**src/include/flash_prog_defs.svh**
```systemverilog
// Register offsets, field positions, reset values and timing counts
`ifndef FLASH_PROG_DEFS_SVH
`define FLASH_PROG_DEFS_SVH

`define OFF_CTRL 12'h000
`define OFF_KEY 12'h004
`define OFF_IRQ_STAT 12'h008
`define OFF_IRQ_MASK 12'h00C
`define OFF_FLASH_STAT 12'h010

`define BIT_START 15
`define BIT_ARM 14
`define BIT_FAIL 13
`define BIT_UV 12
`define OP_LSB 0
`define OP_W 4

`define OP_NULL 4'h0
`define CTRL_RESET 32'h0000_0000
`define KEY_FIRST_DEF 32'hAA99_6655
`define KEY_SECOND_DEF 32'h5566_99AA

`define OP_TIME_NS 800
`define CLK_PERIOD_NS 8
`define OP_CYCLES (`OP_TIME_NS / `CLK_PERIOD_NS)

`define IRQ_DONE 0
`define IRQ_FAIL 1
`define IRQ_UV 2
`define IRQ_W 3

`endif

```
**src/include/flash_prog_pkg.sv**
```systemverilog
// Types shared by the flash program control block
package flash_prog_pkg;

  typedef enum logic [1:0] {
    unl_idle,
    unl_half,
    unl_open
  } unlock_e;

  typedef enum logic [1:0] {
    seq_idle,
    seq_busy,
    seq_done
  } seq_e;

  typedef struct packed {
    logic start;
    logic arm;
    logic fail;
    logic uv;
    logic [3:0] op;
  } ctrl_s;

  typedef struct packed {
    logic done;
    logic fail;
    logic uv;
  } result_s;

endpackage

```
**src/hdl/flash_program_control.sv**
```systemverilog
// APB control and status registers for the flash programming controller
//
// Contract
// RQ1: Start sets only when armed and freshly unlocked
// RQ2: Start launches selected op, hardware clears it
// RQ3: Arm opens start, closes op select
// RQ4: Failure flag set by hardware on bad sequence
// RQ5: Low-voltage flag set by hardware on undervoltage
// RQ6: Flags clear only by launching null op
// RQ7: Control bits reset only by power-on reset
// RQ8: Op select is four bits, resets zero
// RQ9: Reserved bit eleven reads zero
// RQ10: Unimplemented bits read zero, ignore writes
// RQ11: Two key writes unlock the next write; the code opens only the next access, so a read in between closes the window
// RQ12: Busy operation freezes op select and arm
`timescale 1ns/1ps
`include "flash_prog_defs.svh"

module flash_program_control
  import flash_prog_pkg::*;
#(
  parameter int OP_CYCLES = `OP_CYCLES,
  parameter logic [31:0] KEY_FIRST = `KEY_FIRST_DEF, // Arbitrary value
  parameter logic [31:0] KEY_SECOND = `KEY_SECOND_DEF // Arbitrary value
) (
  // Clock and resets
  input wire logic pclk,
  input wire logic presetn,
  input wire logic por_n,
  // APB slave
  input wire logic psel,
  input wire logic penable,
  input wire logic pwrite,
  input wire logic [11:0] paddr,
  input wire logic [31:0] pwdata,
  input wire logic [3:0] pstrb,
  output logic [31:0] prdata,
  output logic pready,
  output logic pslverr,
  // Flash array condition pins
  input wire logic low_volt_pin,
  input wire logic array_fault_pin,
  // Status outputs
  output logic op_busy,
  output logic irq
);

  ctrl_s ctrl_r, ctrl_nxt;
  unlock_e unl_r, unl_nxt;
  logic [`IRQ_W-1:0] irq_stat_r, irq_stat_nxt;
  logic [`IRQ_W-1:0] irq_mask_r;
  logic [31:0] prdata_r, prdata_nxt;
  logic pslverr_r, pslverr_nxt;
  logic pready_r;
  logic irq_r;
  logic busy_q_r;
  logic [1:0] lv_sync_r, fault_sync_r;
  logic seq_busy;
  result_s seq_res;

  // Decoded access: only the access phase acts, once
  logic acc, wr, rd;
  logic hit_ctrl, hit_key, hit_stat, hit_mask, hit_fstat, hit_any;
  logic all_lanes;
  logic [31:0] ctrl_view;
  logic [31:0] rd_mux;
  logic start_req, launch;
  logic op_wr_ok, arm_wr_ok;
  logic [`IRQ_W-1:0] ev;

  function automatic logic addr_is(input logic [11:0] a,
                                   input logic [11:0] off);
    return a[11:2] == off[11:2];
  endfunction

  assign acc = psel & penable & ~pready_r;
  assign wr = acc & pwrite;
  assign rd = acc & ~pwrite;
  assign hit_ctrl = addr_is(paddr, `OFF_CTRL);
  assign hit_key = addr_is(paddr, `OFF_KEY);
  assign hit_stat = addr_is(paddr, `OFF_IRQ_STAT);
  assign hit_mask = addr_is(paddr, `OFF_IRQ_MASK);
  assign hit_fstat = addr_is(paddr, `OFF_FLASH_STAT);
  assign hit_any = hit_ctrl | hit_key | hit_stat | hit_mask | hit_fstat;
  // Key writes must carry the whole word, partial writes void unlock
  assign all_lanes = (pstrb == 4'hF);

  // Pins come from the array's analog side, so synchronise them
  always_ff @(posedge pclk or negedge presetn) begin
    if (!presetn) begin
      lv_sync_r <= 2'b00;
      fault_sync_r <= 2'b00;
    end else begin
      lv_sync_r <= {lv_sync_r[0], low_volt_pin};
      fault_sync_r <= {fault_sync_r[0], array_fault_pin};
    end
  end

  // Register view; bit 11 and unused ranges are constant zero
  always_comb begin
    ctrl_view = 32'h0000_0000; // [RQ9] [RQ10]
    ctrl_view[`BIT_START] = ctrl_r.start;
    ctrl_view[`BIT_ARM] = ctrl_r.arm;
    ctrl_view[`BIT_FAIL] = ctrl_r.fail;
    ctrl_view[`BIT_UV] = ctrl_r.uv;
    ctrl_view[`OP_LSB +: `OP_W] = ctrl_r.op;
  end

  assign rd_mux = hit_ctrl ? ctrl_view :
                  hit_stat ? {29'h0, irq_stat_r} :
                  hit_mask ? {29'h0, irq_mask_r} :
                  hit_fstat ? {30'h0, seq_busy, lv_sync_r[1]} :
                  32'h0000_0000;

  // Unlock window: two correct keys back to back, then one access
  always_comb begin
    unl_nxt = unl_r;
    if (acc) begin
      case (unl_r)
        unl_idle: unl_nxt = (wr && hit_key && all_lanes &&
                             pwdata == KEY_FIRST) ? unl_half : unl_idle;
        unl_half: unl_nxt = (wr && hit_key && all_lanes &&
                             pwdata == KEY_SECOND) ? unl_open : unl_idle;
        unl_open: unl_nxt = unl_idle; // [RQ11]
        default: unl_nxt = unl_idle;
      endcase
    end
  end

  // Start accepted only when armed and the window is open
  assign start_req = wr && hit_ctrl && pstrb[1] && pwdata[`BIT_START];
  assign launch = start_req && ctrl_r.arm && (unl_r == unl_open) &&
                  !ctrl_r.start; // [RQ1] [RQ3] [RQ11]
  assign op_wr_ok = wr && hit_ctrl && pstrb[0] && !ctrl_r.arm &&
                    !ctrl_r.start; // [RQ3] [RQ12]
  assign arm_wr_ok = wr && hit_ctrl && pstrb[1] && !ctrl_r.start; // [RQ12]

  // Control register next value
  always_comb begin
    ctrl_nxt = ctrl_r;
    if (arm_wr_ok) begin
      ctrl_nxt.arm = pwdata[`BIT_ARM];
    end
    if (op_wr_ok) begin
      ctrl_nxt.op = pwdata[`OP_LSB +: `OP_W]; // [RQ8]
    end
    // Software zero on start is ignored; only hardware clears it
    if (launch) begin
      ctrl_nxt.start = 1'b1; // [RQ1] [RQ2]
    end else if (seq_res.done) begin
      ctrl_nxt.start = 1'b0; // [RQ2]
    end
    // Null launch clears flags; a hardware result later sets them again
    if (launch && ctrl_r.op == `OP_NULL) begin
      ctrl_nxt.fail = 1'b0; // [RQ6]
      ctrl_nxt.uv = 1'b0; // [RQ6]
    end
    if (seq_res.done && seq_res.fail) begin
      ctrl_nxt.fail = 1'b1; // [RQ4]
    end
    if (seq_res.done && seq_res.uv) begin
      ctrl_nxt.uv = 1'b1; // [RQ5]
    end
  end

  // Interrupt events; hardware set beats a same-cycle software clear
  assign ev[`IRQ_DONE] = seq_res.done;
  assign ev[`IRQ_FAIL] = seq_res.done & seq_res.fail;
  assign ev[`IRQ_UV] = seq_res.done & seq_res.uv;
  assign irq_stat_nxt = (irq_stat_r &
                         ~((wr && hit_stat) ? pwdata[`IRQ_W-1:0] : '0))
                        | ev;

  assign prdata_nxt = rd ? rd_mux : prdata_r;
  assign pslverr_nxt = acc & ~hit_any;

  // Control bits live on power-on reset only, not the bus reset
  always_ff @(posedge pclk or negedge por_n) begin
    if (!por_n) begin
      ctrl_r <= ctrl_s'($bits(ctrl_s)'(`CTRL_RESET)); // [RQ7]
    end else begin
      ctrl_r <= ctrl_nxt;
    end
  end

  // Bus side state follows the ordinary reset
  always_ff @(posedge pclk or negedge presetn) begin
    if (!presetn) begin
      unl_r <= unl_idle;
      irq_stat_r <= '0;
      irq_mask_r <= '0;
      prdata_r <= 32'h0000_0000;
      pslverr_r <= 1'b0;
      pready_r <= 1'b0;
      irq_r <= 1'b0;
      busy_q_r <= 1'b0;
    end else begin
      unl_r <= unl_nxt;
      irq_stat_r <= irq_stat_nxt;
      if (wr && hit_mask) begin
        irq_mask_r <= pwdata[`IRQ_W-1:0];
      end
      prdata_r <= prdata_nxt;
      pslverr_r <= pslverr_nxt;
      pready_r <= acc;
      irq_r <= |(irq_stat_nxt & irq_mask_r);
      busy_q_r <= seq_busy;
    end
  end

  // Timed operation engine
  flash_op_sequencer #(
    .OP_CYCLES(OP_CYCLES)
  ) u_seq (
    .pclk(pclk),
    .presetn(por_n),
    .launch(launch),
    .op(ctrl_r.op),
    .low_volt(lv_sync_r[1]),
    .array_fault(fault_sync_r[1]),
    .busy(seq_busy),
    .result(seq_res)
  );

  assign prdata = prdata_r;
  assign pready = pready_r;
  assign pslverr = pslverr_r;
  assign irq = irq_r;
  assign op_busy = busy_q_r;

endmodule // flash_program_control

```
**src/hdl/flash_op_sequencer.sv**
```systemverilog
// Timed flash operation sequencer with failure and low-voltage capture
`timescale 1ns/1ps
`include "flash_prog_defs.svh"

module flash_op_sequencer
  import flash_prog_pkg::*;
#(
  parameter int OP_CYCLES = `OP_CYCLES
) (
  // Clock and reset
  input wire logic pclk,
  input wire logic presetn,
  // Launch request
  input wire logic launch,
  input wire logic [3:0] op,
  // Array condition, already synchronised
  input wire logic low_volt,
  input wire logic array_fault,
  // Result
  output logic busy,
  output result_s result
);

  localparam int CW = $clog2(OP_CYCLES + 1);

  seq_e state_r, state_nxt;
  logic [CW-1:0] cnt_r, cnt_nxt;
  logic uv_seen_r, uv_seen_nxt;
  logic fault_seen_r, fault_seen_nxt;
  logic is_null;

  // The null operation only clears flags, so it finishes at once
  assign is_null = (op == `OP_NULL);

  // Sequencer next state
  always_comb begin
    state_nxt = state_r;
    cnt_nxt = cnt_r;
    uv_seen_nxt = uv_seen_r | (state_r == seq_busy && low_volt);
    fault_seen_nxt = fault_seen_r | (state_r == seq_busy && array_fault);
    case (state_r)
      seq_idle: begin
        if (launch) begin
          uv_seen_nxt = 1'b0;
          fault_seen_nxt = 1'b0;
          cnt_nxt = is_null ? '0 : CW'(OP_CYCLES - 1);
          state_nxt = is_null ? seq_done : seq_busy;
        end
      end
      seq_busy: begin
        if (cnt_r == '0) begin
          state_nxt = seq_done;
        end else begin
          cnt_nxt = cnt_r - 1'b1;
        end
      end
      seq_done: state_nxt = seq_idle;
      default: state_nxt = seq_idle;
    endcase
  end

  always_ff @(posedge pclk or negedge presetn) begin
    if (!presetn) begin
      state_r <= seq_idle;
      cnt_r <= '0;
      uv_seen_r <= 1'b0;
      fault_seen_r <= 1'b0;
    end else begin
      state_r <= state_nxt;
      cnt_r <= cnt_nxt;
      uv_seen_r <= uv_seen_nxt;
      fault_seen_r <= fault_seen_nxt;
    end
  end

  // Undervoltage also fails the sequence, since the cells may be corrupt
  assign busy = (state_r != seq_idle);
  assign result.done = (state_r == seq_done);
  assign result.uv = uv_seen_r;
  assign result.fail = fault_seen_r | uv_seen_r;

endmodule // flash_op_sequencer

```
**config.mk**
```make
export PLATFORM = sky130hd
export DESIGN_NAME = flash_program_control
export DESIGN_NICKNAME = d
export VERILOG_FILES = /design/src/include/flash_prog_pkg.sv /design/src/hdl/flash_program_control.sv /design/src/hdl/flash_op_sequencer.sv
export VERILOG_INCLUDE_DIRS = /design/src /design/src/include
export SDC_FILE = /design/constraint.sdc
export NUM_CORES = 1
export LEC_CHECK = 0
export BUFFER_PORTS_ARGS = -buffer_cell sky130_fd_sc_hd__buf_2
export CAP_MARGIN = 20
export CORE_MARGIN = 5
export CORE_UTILIZATION = 50
export CTS_CLUSTER_DIAMETER = 30
export DETAILED_ROUTE_END_ITERATION = 12
export GPL_TIMING_DRIVEN = 0
export PLACE_DENSITY_LB_ADDON = 0.25
export SETUP_SLACK_MARGIN = 0.4
export SLEW_MARGIN = 20
export SYNTH_ARGS = -nofsm -noshare
export SYNTH_HDL_FRONTEND = slang
export SYNTH_SLANG_ARGS = --single-unit
```
**constraint.sdc**
```tcl
create_clock -name pclk -period 2.15 [get_ports pclk]
set_input_delay 0.3225 -clock pclk [delete_from_list [all_inputs] [get_ports pclk]]
set_output_delay 0.3225 -clock pclk [all_outputs]
set_load 0.05 [all_outputs]
```
==> key figures, run 1 <==
Route
  • DRT iter0 DRCs: 127
  • Detail Route Antenna Nets: 0
  • Detail-routed via count per cell: 5.334
  • WL final: 6182 um
  • Average wire per standard cell: 14.86 um
  • Via count: 2219
  • Pre-antenna DRT Iters: 4
  • DR DRC count: 0

STA
  • Min cycle time layout: 1.822 ns
  • Unrepaired setup endpoints after global routing: yes
  • Total negative setup slack: 0 ns
  • Period utilization: 84.76%
  • Hold WS: -0.0001086 ns
  • Pins over their slew limit: 0
  • Endpoints failing setup: 0
  • Least-Margin Pin Slew: 0.5345 ns
  • Relative slew margins: 64.36%
  • Hold Violations, Final: 2
  • Fmax: 548.8 MHz
  • Final setup skew: 0.008514 ns
  • Post-layout worst setup margin: 0.3277 ns

Floorplan
  • # IOs: 92
  • Initial Util: 52.34%
  • Site Rows: 25
  • Die area: 6525 um2
  • Core ar.: 4786 um2
  • Die height: 80.78 um
  • Die X: 80.78 um

Yosys
  • Synth async-reset ratio: 100.0%
  • Multiplexer share of the synthesized area: 5.245%
  • Post-Synth Adder-Cell Area: 0.9990%
  • Mapped cell area: 2505 um2
  • Mean post-synth cell area: 10.14 um2
  • Main combinational cell family by area after synthesis: simple AND/OR/NAND/NOR gates
  • Most frequent cell after synthesis: dfrtp_1
  • Post-synthesis simple-gate area fraction: 26.87%
  • Post-synthesis sequential area ratio: 42.96%
  • Most frequent cells after synthesis: dfrtp_1, buf_4, nand2_1, nor2_1, nor4bb_1
  • Post-synth top area share: 42.96%
  • Synth area leader: dfrtp_1
  • Main flop type after synthesis: dfrtp_1
  • Ys Warns: 0
  • Post-synth EDFFs: 0
  • Syn Inst Count: 247
  • Synthesized flop and latch total: 43
  • Top cells by area, synth: dfrtp_1, buf_4, nor4bb_1
  • XOR/XNOR Fraction of Synth Area: 1.399%
  • Synth cell types: 52
  • Synth Area in Compound Gates: 12.99%

Run status
  • Violated checks: hold timing
  • Status: complete, but fails checks

Finish
  • Nets: 406
  • Area growth from synthesis to layout: 32.37%
  • Share of cells above drive strength 1: 40.97%
  • ANT cells: 0
  • # fillers: 396

Placed design
  • IO Port Bufs: 64
  • Dpl hpwl: 4694 um
  • Post-placement setup slack: 0.02790 ns
  • GP Congestion: 0.8272

Critical path
  • Worst Setup End Kind: flop
  • Setup crit start kind: input port
  • Critical Path AT: 2.00 ns
  • Critical setup path kind: in -> reg
  • Critical path peak fanout: 5
  • Reg2reg start: pready
  • Critical Path RT: 2.33 ns
  • Worst reg2reg endpoint: u_seq.state_r[0]
  • R2R depth: 5
  • Reg-to-reg slack, setup: 0.42 ns

Clock tree
  • Clock Latency Late Sink: 0.30 ns
  • Htree depth: 2
  • Root Buffer: clkbuf_8
  • Clock sinks: 43
  • Bufs on Longest Clock Path: 2
  • Clk slew on worst S/H paths: 0.08 ns
  • CTS tree: done
  • CTS buffer count: 5

Power
  • P per Cell Area: 527.4 nW/um2
  • Total design power: 1.749 mW
  • Leakage dissipation: 1.593 nW
  • VDD IR-drop max: 0.5036 mV

Global routing
  • Largest net degree at the start of global routing: 25
  • Number of global-route vias before repair: 2116
  • First-pass GRT wire length: 10160 um
  • Initial antenna violation count: 0
  • Gr ovfl total: 0
  • Total Routing Usage GR: 19.93%

Flow run
  • Max cap viols: 0

Hold path
  • Hold crit path type: in -> async
==> how the worst max path moves through the flow <==
stage,slack (ns),endpoint,startpoint
after floorplan,0.33,ctrl_r[0],pready
after global placement,0.04,u_seq.cnt_r[1],paddr[3]
after detailed placement,0.03,u_seq.cnt_r[1],paddr[3]
after CTS,0.35,ctrl_r[1],paddr[10]
after global routing,0.33,ctrl_r[0],paddr[8]
final,0.33,ctrl_r[0],paddr[8]
==> layer usage <==
layer	vias up	global-route usage (%)	share of wire, %
met5	-	0	0
met4	0	5.405	1.2
met3	9	3.880	6.9
met2	85	31.13	47
met1	1038	28.49	45
li1	1087	-	-
==> metrics by stage <==
| step | hold slack, ns | utilization, % | cells | cell area (um2) |
|---|---|---|---|---|
| 6_report | -0.0001086 | 69.28 | 416 | 3316 |
| 5_1_grt | 0.03135 | 69.28 | 416 | 3316 |
| 4_1_cts | 0.01365 | 67.09 | 411 | 3211 |
| 3_5_place_dp | 0.3032 | 62.93 | 401 | 3012 |
| 3_3_place_gp | 0.2978 | 62.93 | 401 | 3012 |
| 2_1_floorplan | 0.02691 | - | 270 | 2608 |
==> critical path: stages <==
cell	delay, ns
buf_6	0.09
or4_4	0.58
nor4_4	0.35
and4_4	0.34
mux2_4	0.31
==> power by group <==
| part | leakage, nW | internal [mW] | total, mW | switching [mW] |
|---|---|---|---|---|
| registers | 0.547 | 0.814 | 0.817 | 0.00228 |
| logic | 0.985 | 0.0981 | 0.279 | 0.181 |
| clock network | 0.0612 | 0.376 | 0.653 | 0.277 |
| total | 1.59 | 1.29 | 1.75 | 0.460 |
==> registers in the layout, indices dropped and copies added (netlist names) <==
register / cells
irq_mask_r: 3
unl_r: 2
pslverr: 1
lv_sync_r: 2
irq: 1
u_seq.uv_seen_r: 1
op_busy: 1
u_seq.cnt_r: 7
pready: 1
u_seq.state_r: 2
fault_sync_r: 2
ctrl_r: 8
u_seq.fault_seen_r: 1
prdata: 8
irq_stat_r: 3
==> layout make-up <==
type | instances | area, um2 | share of cell area, %
tap | 67 | 83.83 | 2.528
multi-input combinational | 190 | 1410 | 42.53
sequential | 43 | 1077 | 32.49
inverter | 6 | 22.52 | 0.6792
buffer | 31 | 216.5 | 6.528
clock buffer | 6 | 82.58 | 2.491
timing repair buffer | 71 | 387.9 | 11.70
clock inverter | 2 | 35.03 | 1.057
==> logic make-up (layout without fill, tap and decap cells) <==
logic type      count (synthesis)  after routing
buf+inv                        37            116
other cells                     1             24
simple gates                  104            104
xor+xnor                        4              4
compound gates                 44             44
flops                          43             43
fa+ha+maj                       2              2
mux                            12             12
==> repair_timing <==
action                                 CTS  global route
hold buffers                             1             0
gates resized for setup                 14            18
pin swaps                                3             7
setup buffers                            1             5
gates cloned                             0             0
endpoints found under the hold margin   19             0
setup endpoints to repair               23            25
==> cell usage in the layout, fill, tap and decap left out, types with 3 or more instances in the layout <==
cell	netlist	layout
nand4b_1	3	3
a211oi_1	7	6
mux2_4	0	6
inv_1	6	5
mux2_2	9	3
nand4_1	6	6
nand2b_1	4	4
a22o_1	8	8
nor4_4	1	4
o31ai_1	3	3
o21ai_0	7	7
nand3b_1	4	4
mux2i_1	3	3
a21o_1	3	3
clkbuf_2	0	3
nand2_1	15	15
xnor2_1	4	4
nor4_1	9	6
buf_4	25	31
buf_2	2	64
conb_1	1	24
dfrtp_1	43	42
nor4bb_1	12	12
nor3_1	6	3
clkbuf_8	0	6
nor2_1	15	14
nand3_1	4	4
nor2b_1	7	7
Power figures use the tool's default switching activity.
==> run 2: changes to the inputs <==
Settings changed: ABC_AREA set to 1, CORE_UTILIZATION 50 to 45.
Clock period 2.15 ns to 1.6 ns, I/O delays scaled along.
==> key figures, run 2 <==
Yosys
  • Post-synth EDFFs: 0
  • Synth async-reset ratio: 100.0%
  • Post-synthesis sequential area ratio: 41.45%
  • Syn Inst Count: 339
  • Mean post-synth cell area: 7.659 um2
  • Mapped cell area: 2596 um2
  • Ys Warns: 0
  • Most frequent cell after synthesis: nand2_1
  • Synth cell types: 32
  • Synth area leader: dfrtp_1
  • Synthesized flop and latch total: 43
  • Most frequent cells after synthesis: nand2_1, dfrtp_1, nand3_1
  • Main flop type after synthesis: dfrtp_1
  • Top cells by area, synth: dfrtp_1, nand2_1, nand3_1
  • Post-synth top area share: 41.45%

Route
  • Via count: 2472
  • DR DRC count: 0
  • DRT iter0 DRCs: 114
  • Average wire per standard cell: 12.21 um
  • Detail Route Antenna Nets: 0
  • WL final: 6408 um
  • Pre-antenna DRT Iters: 4
  • Detail-routed via count per cell: 4.709

STA
  • Least-Margin Pin Slew: 0.5443 ns
  • Fmax: 716.6 MHz
  • Relative slew margins: 63.72%
  • Hold Violations, Final: 0
  • Total negative setup slack: 0 ns
  • Final setup skew: 0.007604 ns
  • Pins over their slew limit: 0
  • Period utilization: 87.22%
  • Endpoints failing setup: 0
  • Min cycle time layout: 1.395 ns
  • Unrepaired setup endpoints after global routing: yes

Critical path
  • R2R depth: 8
  • Reg-to-reg slack, setup: 0.20 ns
  • Reg2reg start: pready
  • Setup crit start kind: flop
  • CP peak stage delay: 0.41 ns
  • CP endpoint: u_seq.cnt_r[0]
  • Critical setup path kind: reg -> reg
  • Critical Path RT: 1.78 ns
  • Critical Path AT: 1.58 ns
  • Worst reg2reg endpoint: u_seq.cnt_r[0]
  • Critical path peak fanout: 6
  • Slowest-stage cell, CP: dfrtp_2
  • Worst Setup SP: pready
  • Crit-path cells: inv_2, nand3_4, nor2_4, nand3_4, nor2_8, nand3_4, nand3_1, nand2_1
  • Worst Setup End Kind: flop
  • CP most frequent cell: nand3_4

Floorplan
  • Die area: 7388 um2
  • Initial Util: 46.86%
  • Core ar.: 5540 um2
  • Die X: 85.96 um
  • Die height: 85.96 um
  • # IOs: 92
  • Site Rows: 27

Clock tree
  • Htree depth: 2
  • Clock sinks: 43
  • Root Buffer: clkbuf_8
  • CTS tree: done
  • Clock Latency Late Sink: 0.29 ns
  • Bufs on Longest Clock Path: 2
  • CTS buffer count: 5
  • Clk slew on worst S/H paths: 0.08 ns

Power
  • Clock power frac: 36.9%
  • Leakage dissipation: 1.855 nW
  • P per Cell Area: 673.1 nW/um2
  • Sequential power share: 46.6%
  • VDD IR-drop max: 0.5467 mV
  • Logic gate share of total power: 16.5%
  • Net switching power: 0.6316 mW
  • Switching portion of total power: 26.77%
  • Pint: 1.727 mW

Finish
  • Area growth from synthesis to layout: 34.99%
  • Commonest non-fill, non-tap cell in the layout: nand2_1
  • Core Util, Final: 63.26%
  • Nets: 510
  • ANT cells: 0
  • Most frequent cells in the layout: nand2_1, buf_2, dfrtp_1, inv_1, nand3_1
  • # fillers: 507
  • Share of cells above drive strength 1: 36.64%

Hold path
  • Hold crit path type: in -> reg

Placed design
  • IO Port Bufs: 65
  • Dpl hpwl: 4980 um
  • GP Congestion: 0.8352

Global routing
  • Initial antenna violation count: 0
  • Total Routing Usage GR: 17.26%
  • Number of global-route vias before repair: 2402
  • First-pass GRT wire length: 10450 um
  • Gr ovfl total: 0
  • Largest net degree at the start of global routing: 25

Run status
  • Status: complete, no violations

Flow run
  • Max cap viols: 0
run 2: cell count changes after synthesis, sizes merged, moves of 7 or more:
| cell | previous run | this run |
|---|---|---|
| nand3 | 4 | 43 |
| a22o | 8 | 0 |
| nor2b | 7 | 0 |
| inv | 6 | 41 |
| mux2 | 9 | 0 |
| o21ai | 7 | 16 |
| nor4 | 11 | 2 |
| nor4bb | 12 | 0 |
| nor2 | 15 | 47 |
| nand2 | 15 | 88 |
run 2: metrics by stage:
stage | power (mW) | instances | hold WS (ns) | setup WS (ns) | area [um2]
detailed placement | 1.488 | 499 | 0.2079 | 0.05931 | 3104
global route | 2.449 | 525 | 0.05069 | 0.1142 | 3505
CTS | 2.370 | 516 | 0.04405 | 0.2009 | 3358
global placement | 1.482 | 499 | 0.2048 | 0.09499 | 3104
floorplan | 1.366 | 362 | -0.05559 | 0.1044 | 2689
finish | 2.359 | 525 | 0.05490 | 0.2046 | 3505
run 2: worst min-delay path by stage:
| stage | start | to | slack [ns] | cells past startpoint |
|---|---|---|---|---|
| 2_1_floorplan | por_n | ctrl_r[0] | -0.06 | 0 |
| 3_3_place_gp | por_n | u_seq.cnt_r[1] | 0.20 | 1 |
| 3_5_place_dp | por_n | u_seq.cnt_r[6] | 0.21 | 1 |
| 4_1_cts | array_fault_pin | fault_sync_r[0] | 0.04 | 1 |
| 5_1_grt | array_fault_pin | fault_sync_r[0] | 0.05 | 1 |
| 6_report | array_fault_pin | fault_sync_r[0] | 0.05 | 1 |
run 2: power by group through the flow:
stage               registers, mW  clock network (mW)  logic [mW]
finish                       1.10               0.870       0.390
global route                 1.10               0.926       0.423
CTS                          1.10               0.887       0.385
detailed placement           1.12                   0       0.368
global placement             1.12                   0       0.362
floorplan                    1.13                   0       0.234
run 2: worst max-delay path, delay by kind of cell, from the launching register on:
family                 cells  cell delay (ns)
flip-flops                 1             0.41
AND/OR/NAND/NOR            7             0.81
buffers and inverters      1             0.06
run 2: cell type report:
cell class	instances	area (um2)	share of cell area (%)
flip-flops and latches	43	1079	30.77
clock buffers	6	82.58	2.356
inverters	42	167.7	4.784
plain buffers	25	183.9	5.248
well taps	72	90.09	2.571
repair inverters	1	6.256	0.1785
multi-input cells	252	1388	39.59
repair buffers	82	473.0	13.50
clock inverters	2	35.03	0.9996
run 2: per-layer routing:
metal / routed length [um] / share of wire [%] / global-route usage [%] / vias to the layer above
li1: - / - / - / 1274
met2: 3298 / 51 / 30.27 / 66
met3: 300 / 4.7 / 3.554 / 10
met1: 2717 / 42 / 21.45 / 1122
met5: 0 / 0 / 0 / -
met4: 92 / 1.4 / 4.604 / 0
run 2: timing repair:
item / 4_1_cts / 5_1_grt
gates resized for setup: 19 / 25
endpoints found under the setup margin: 31 / 36
setup buffers: 6 / 9
cloned: 1 / 0
endpoints found under the hold margin: 43 / 0
pin swaps: 15 / 12
hold buffers: 2 / 0
run 2: cells by family (layout without fill, tap and decap cells):
logic type	after synthesis	in the layout	share of synthesized area [%]
AOI/OAI and AO/OA	23	23	5.108
xor gates and xnor gates	1	1	0.3374
adders and majority gates	2	2	0.9637
buffers and inverters	67	158	13.16
DFF	43	43	41.45
other	1	24	0.1444
and+or+nand+nor	202	202	38.84
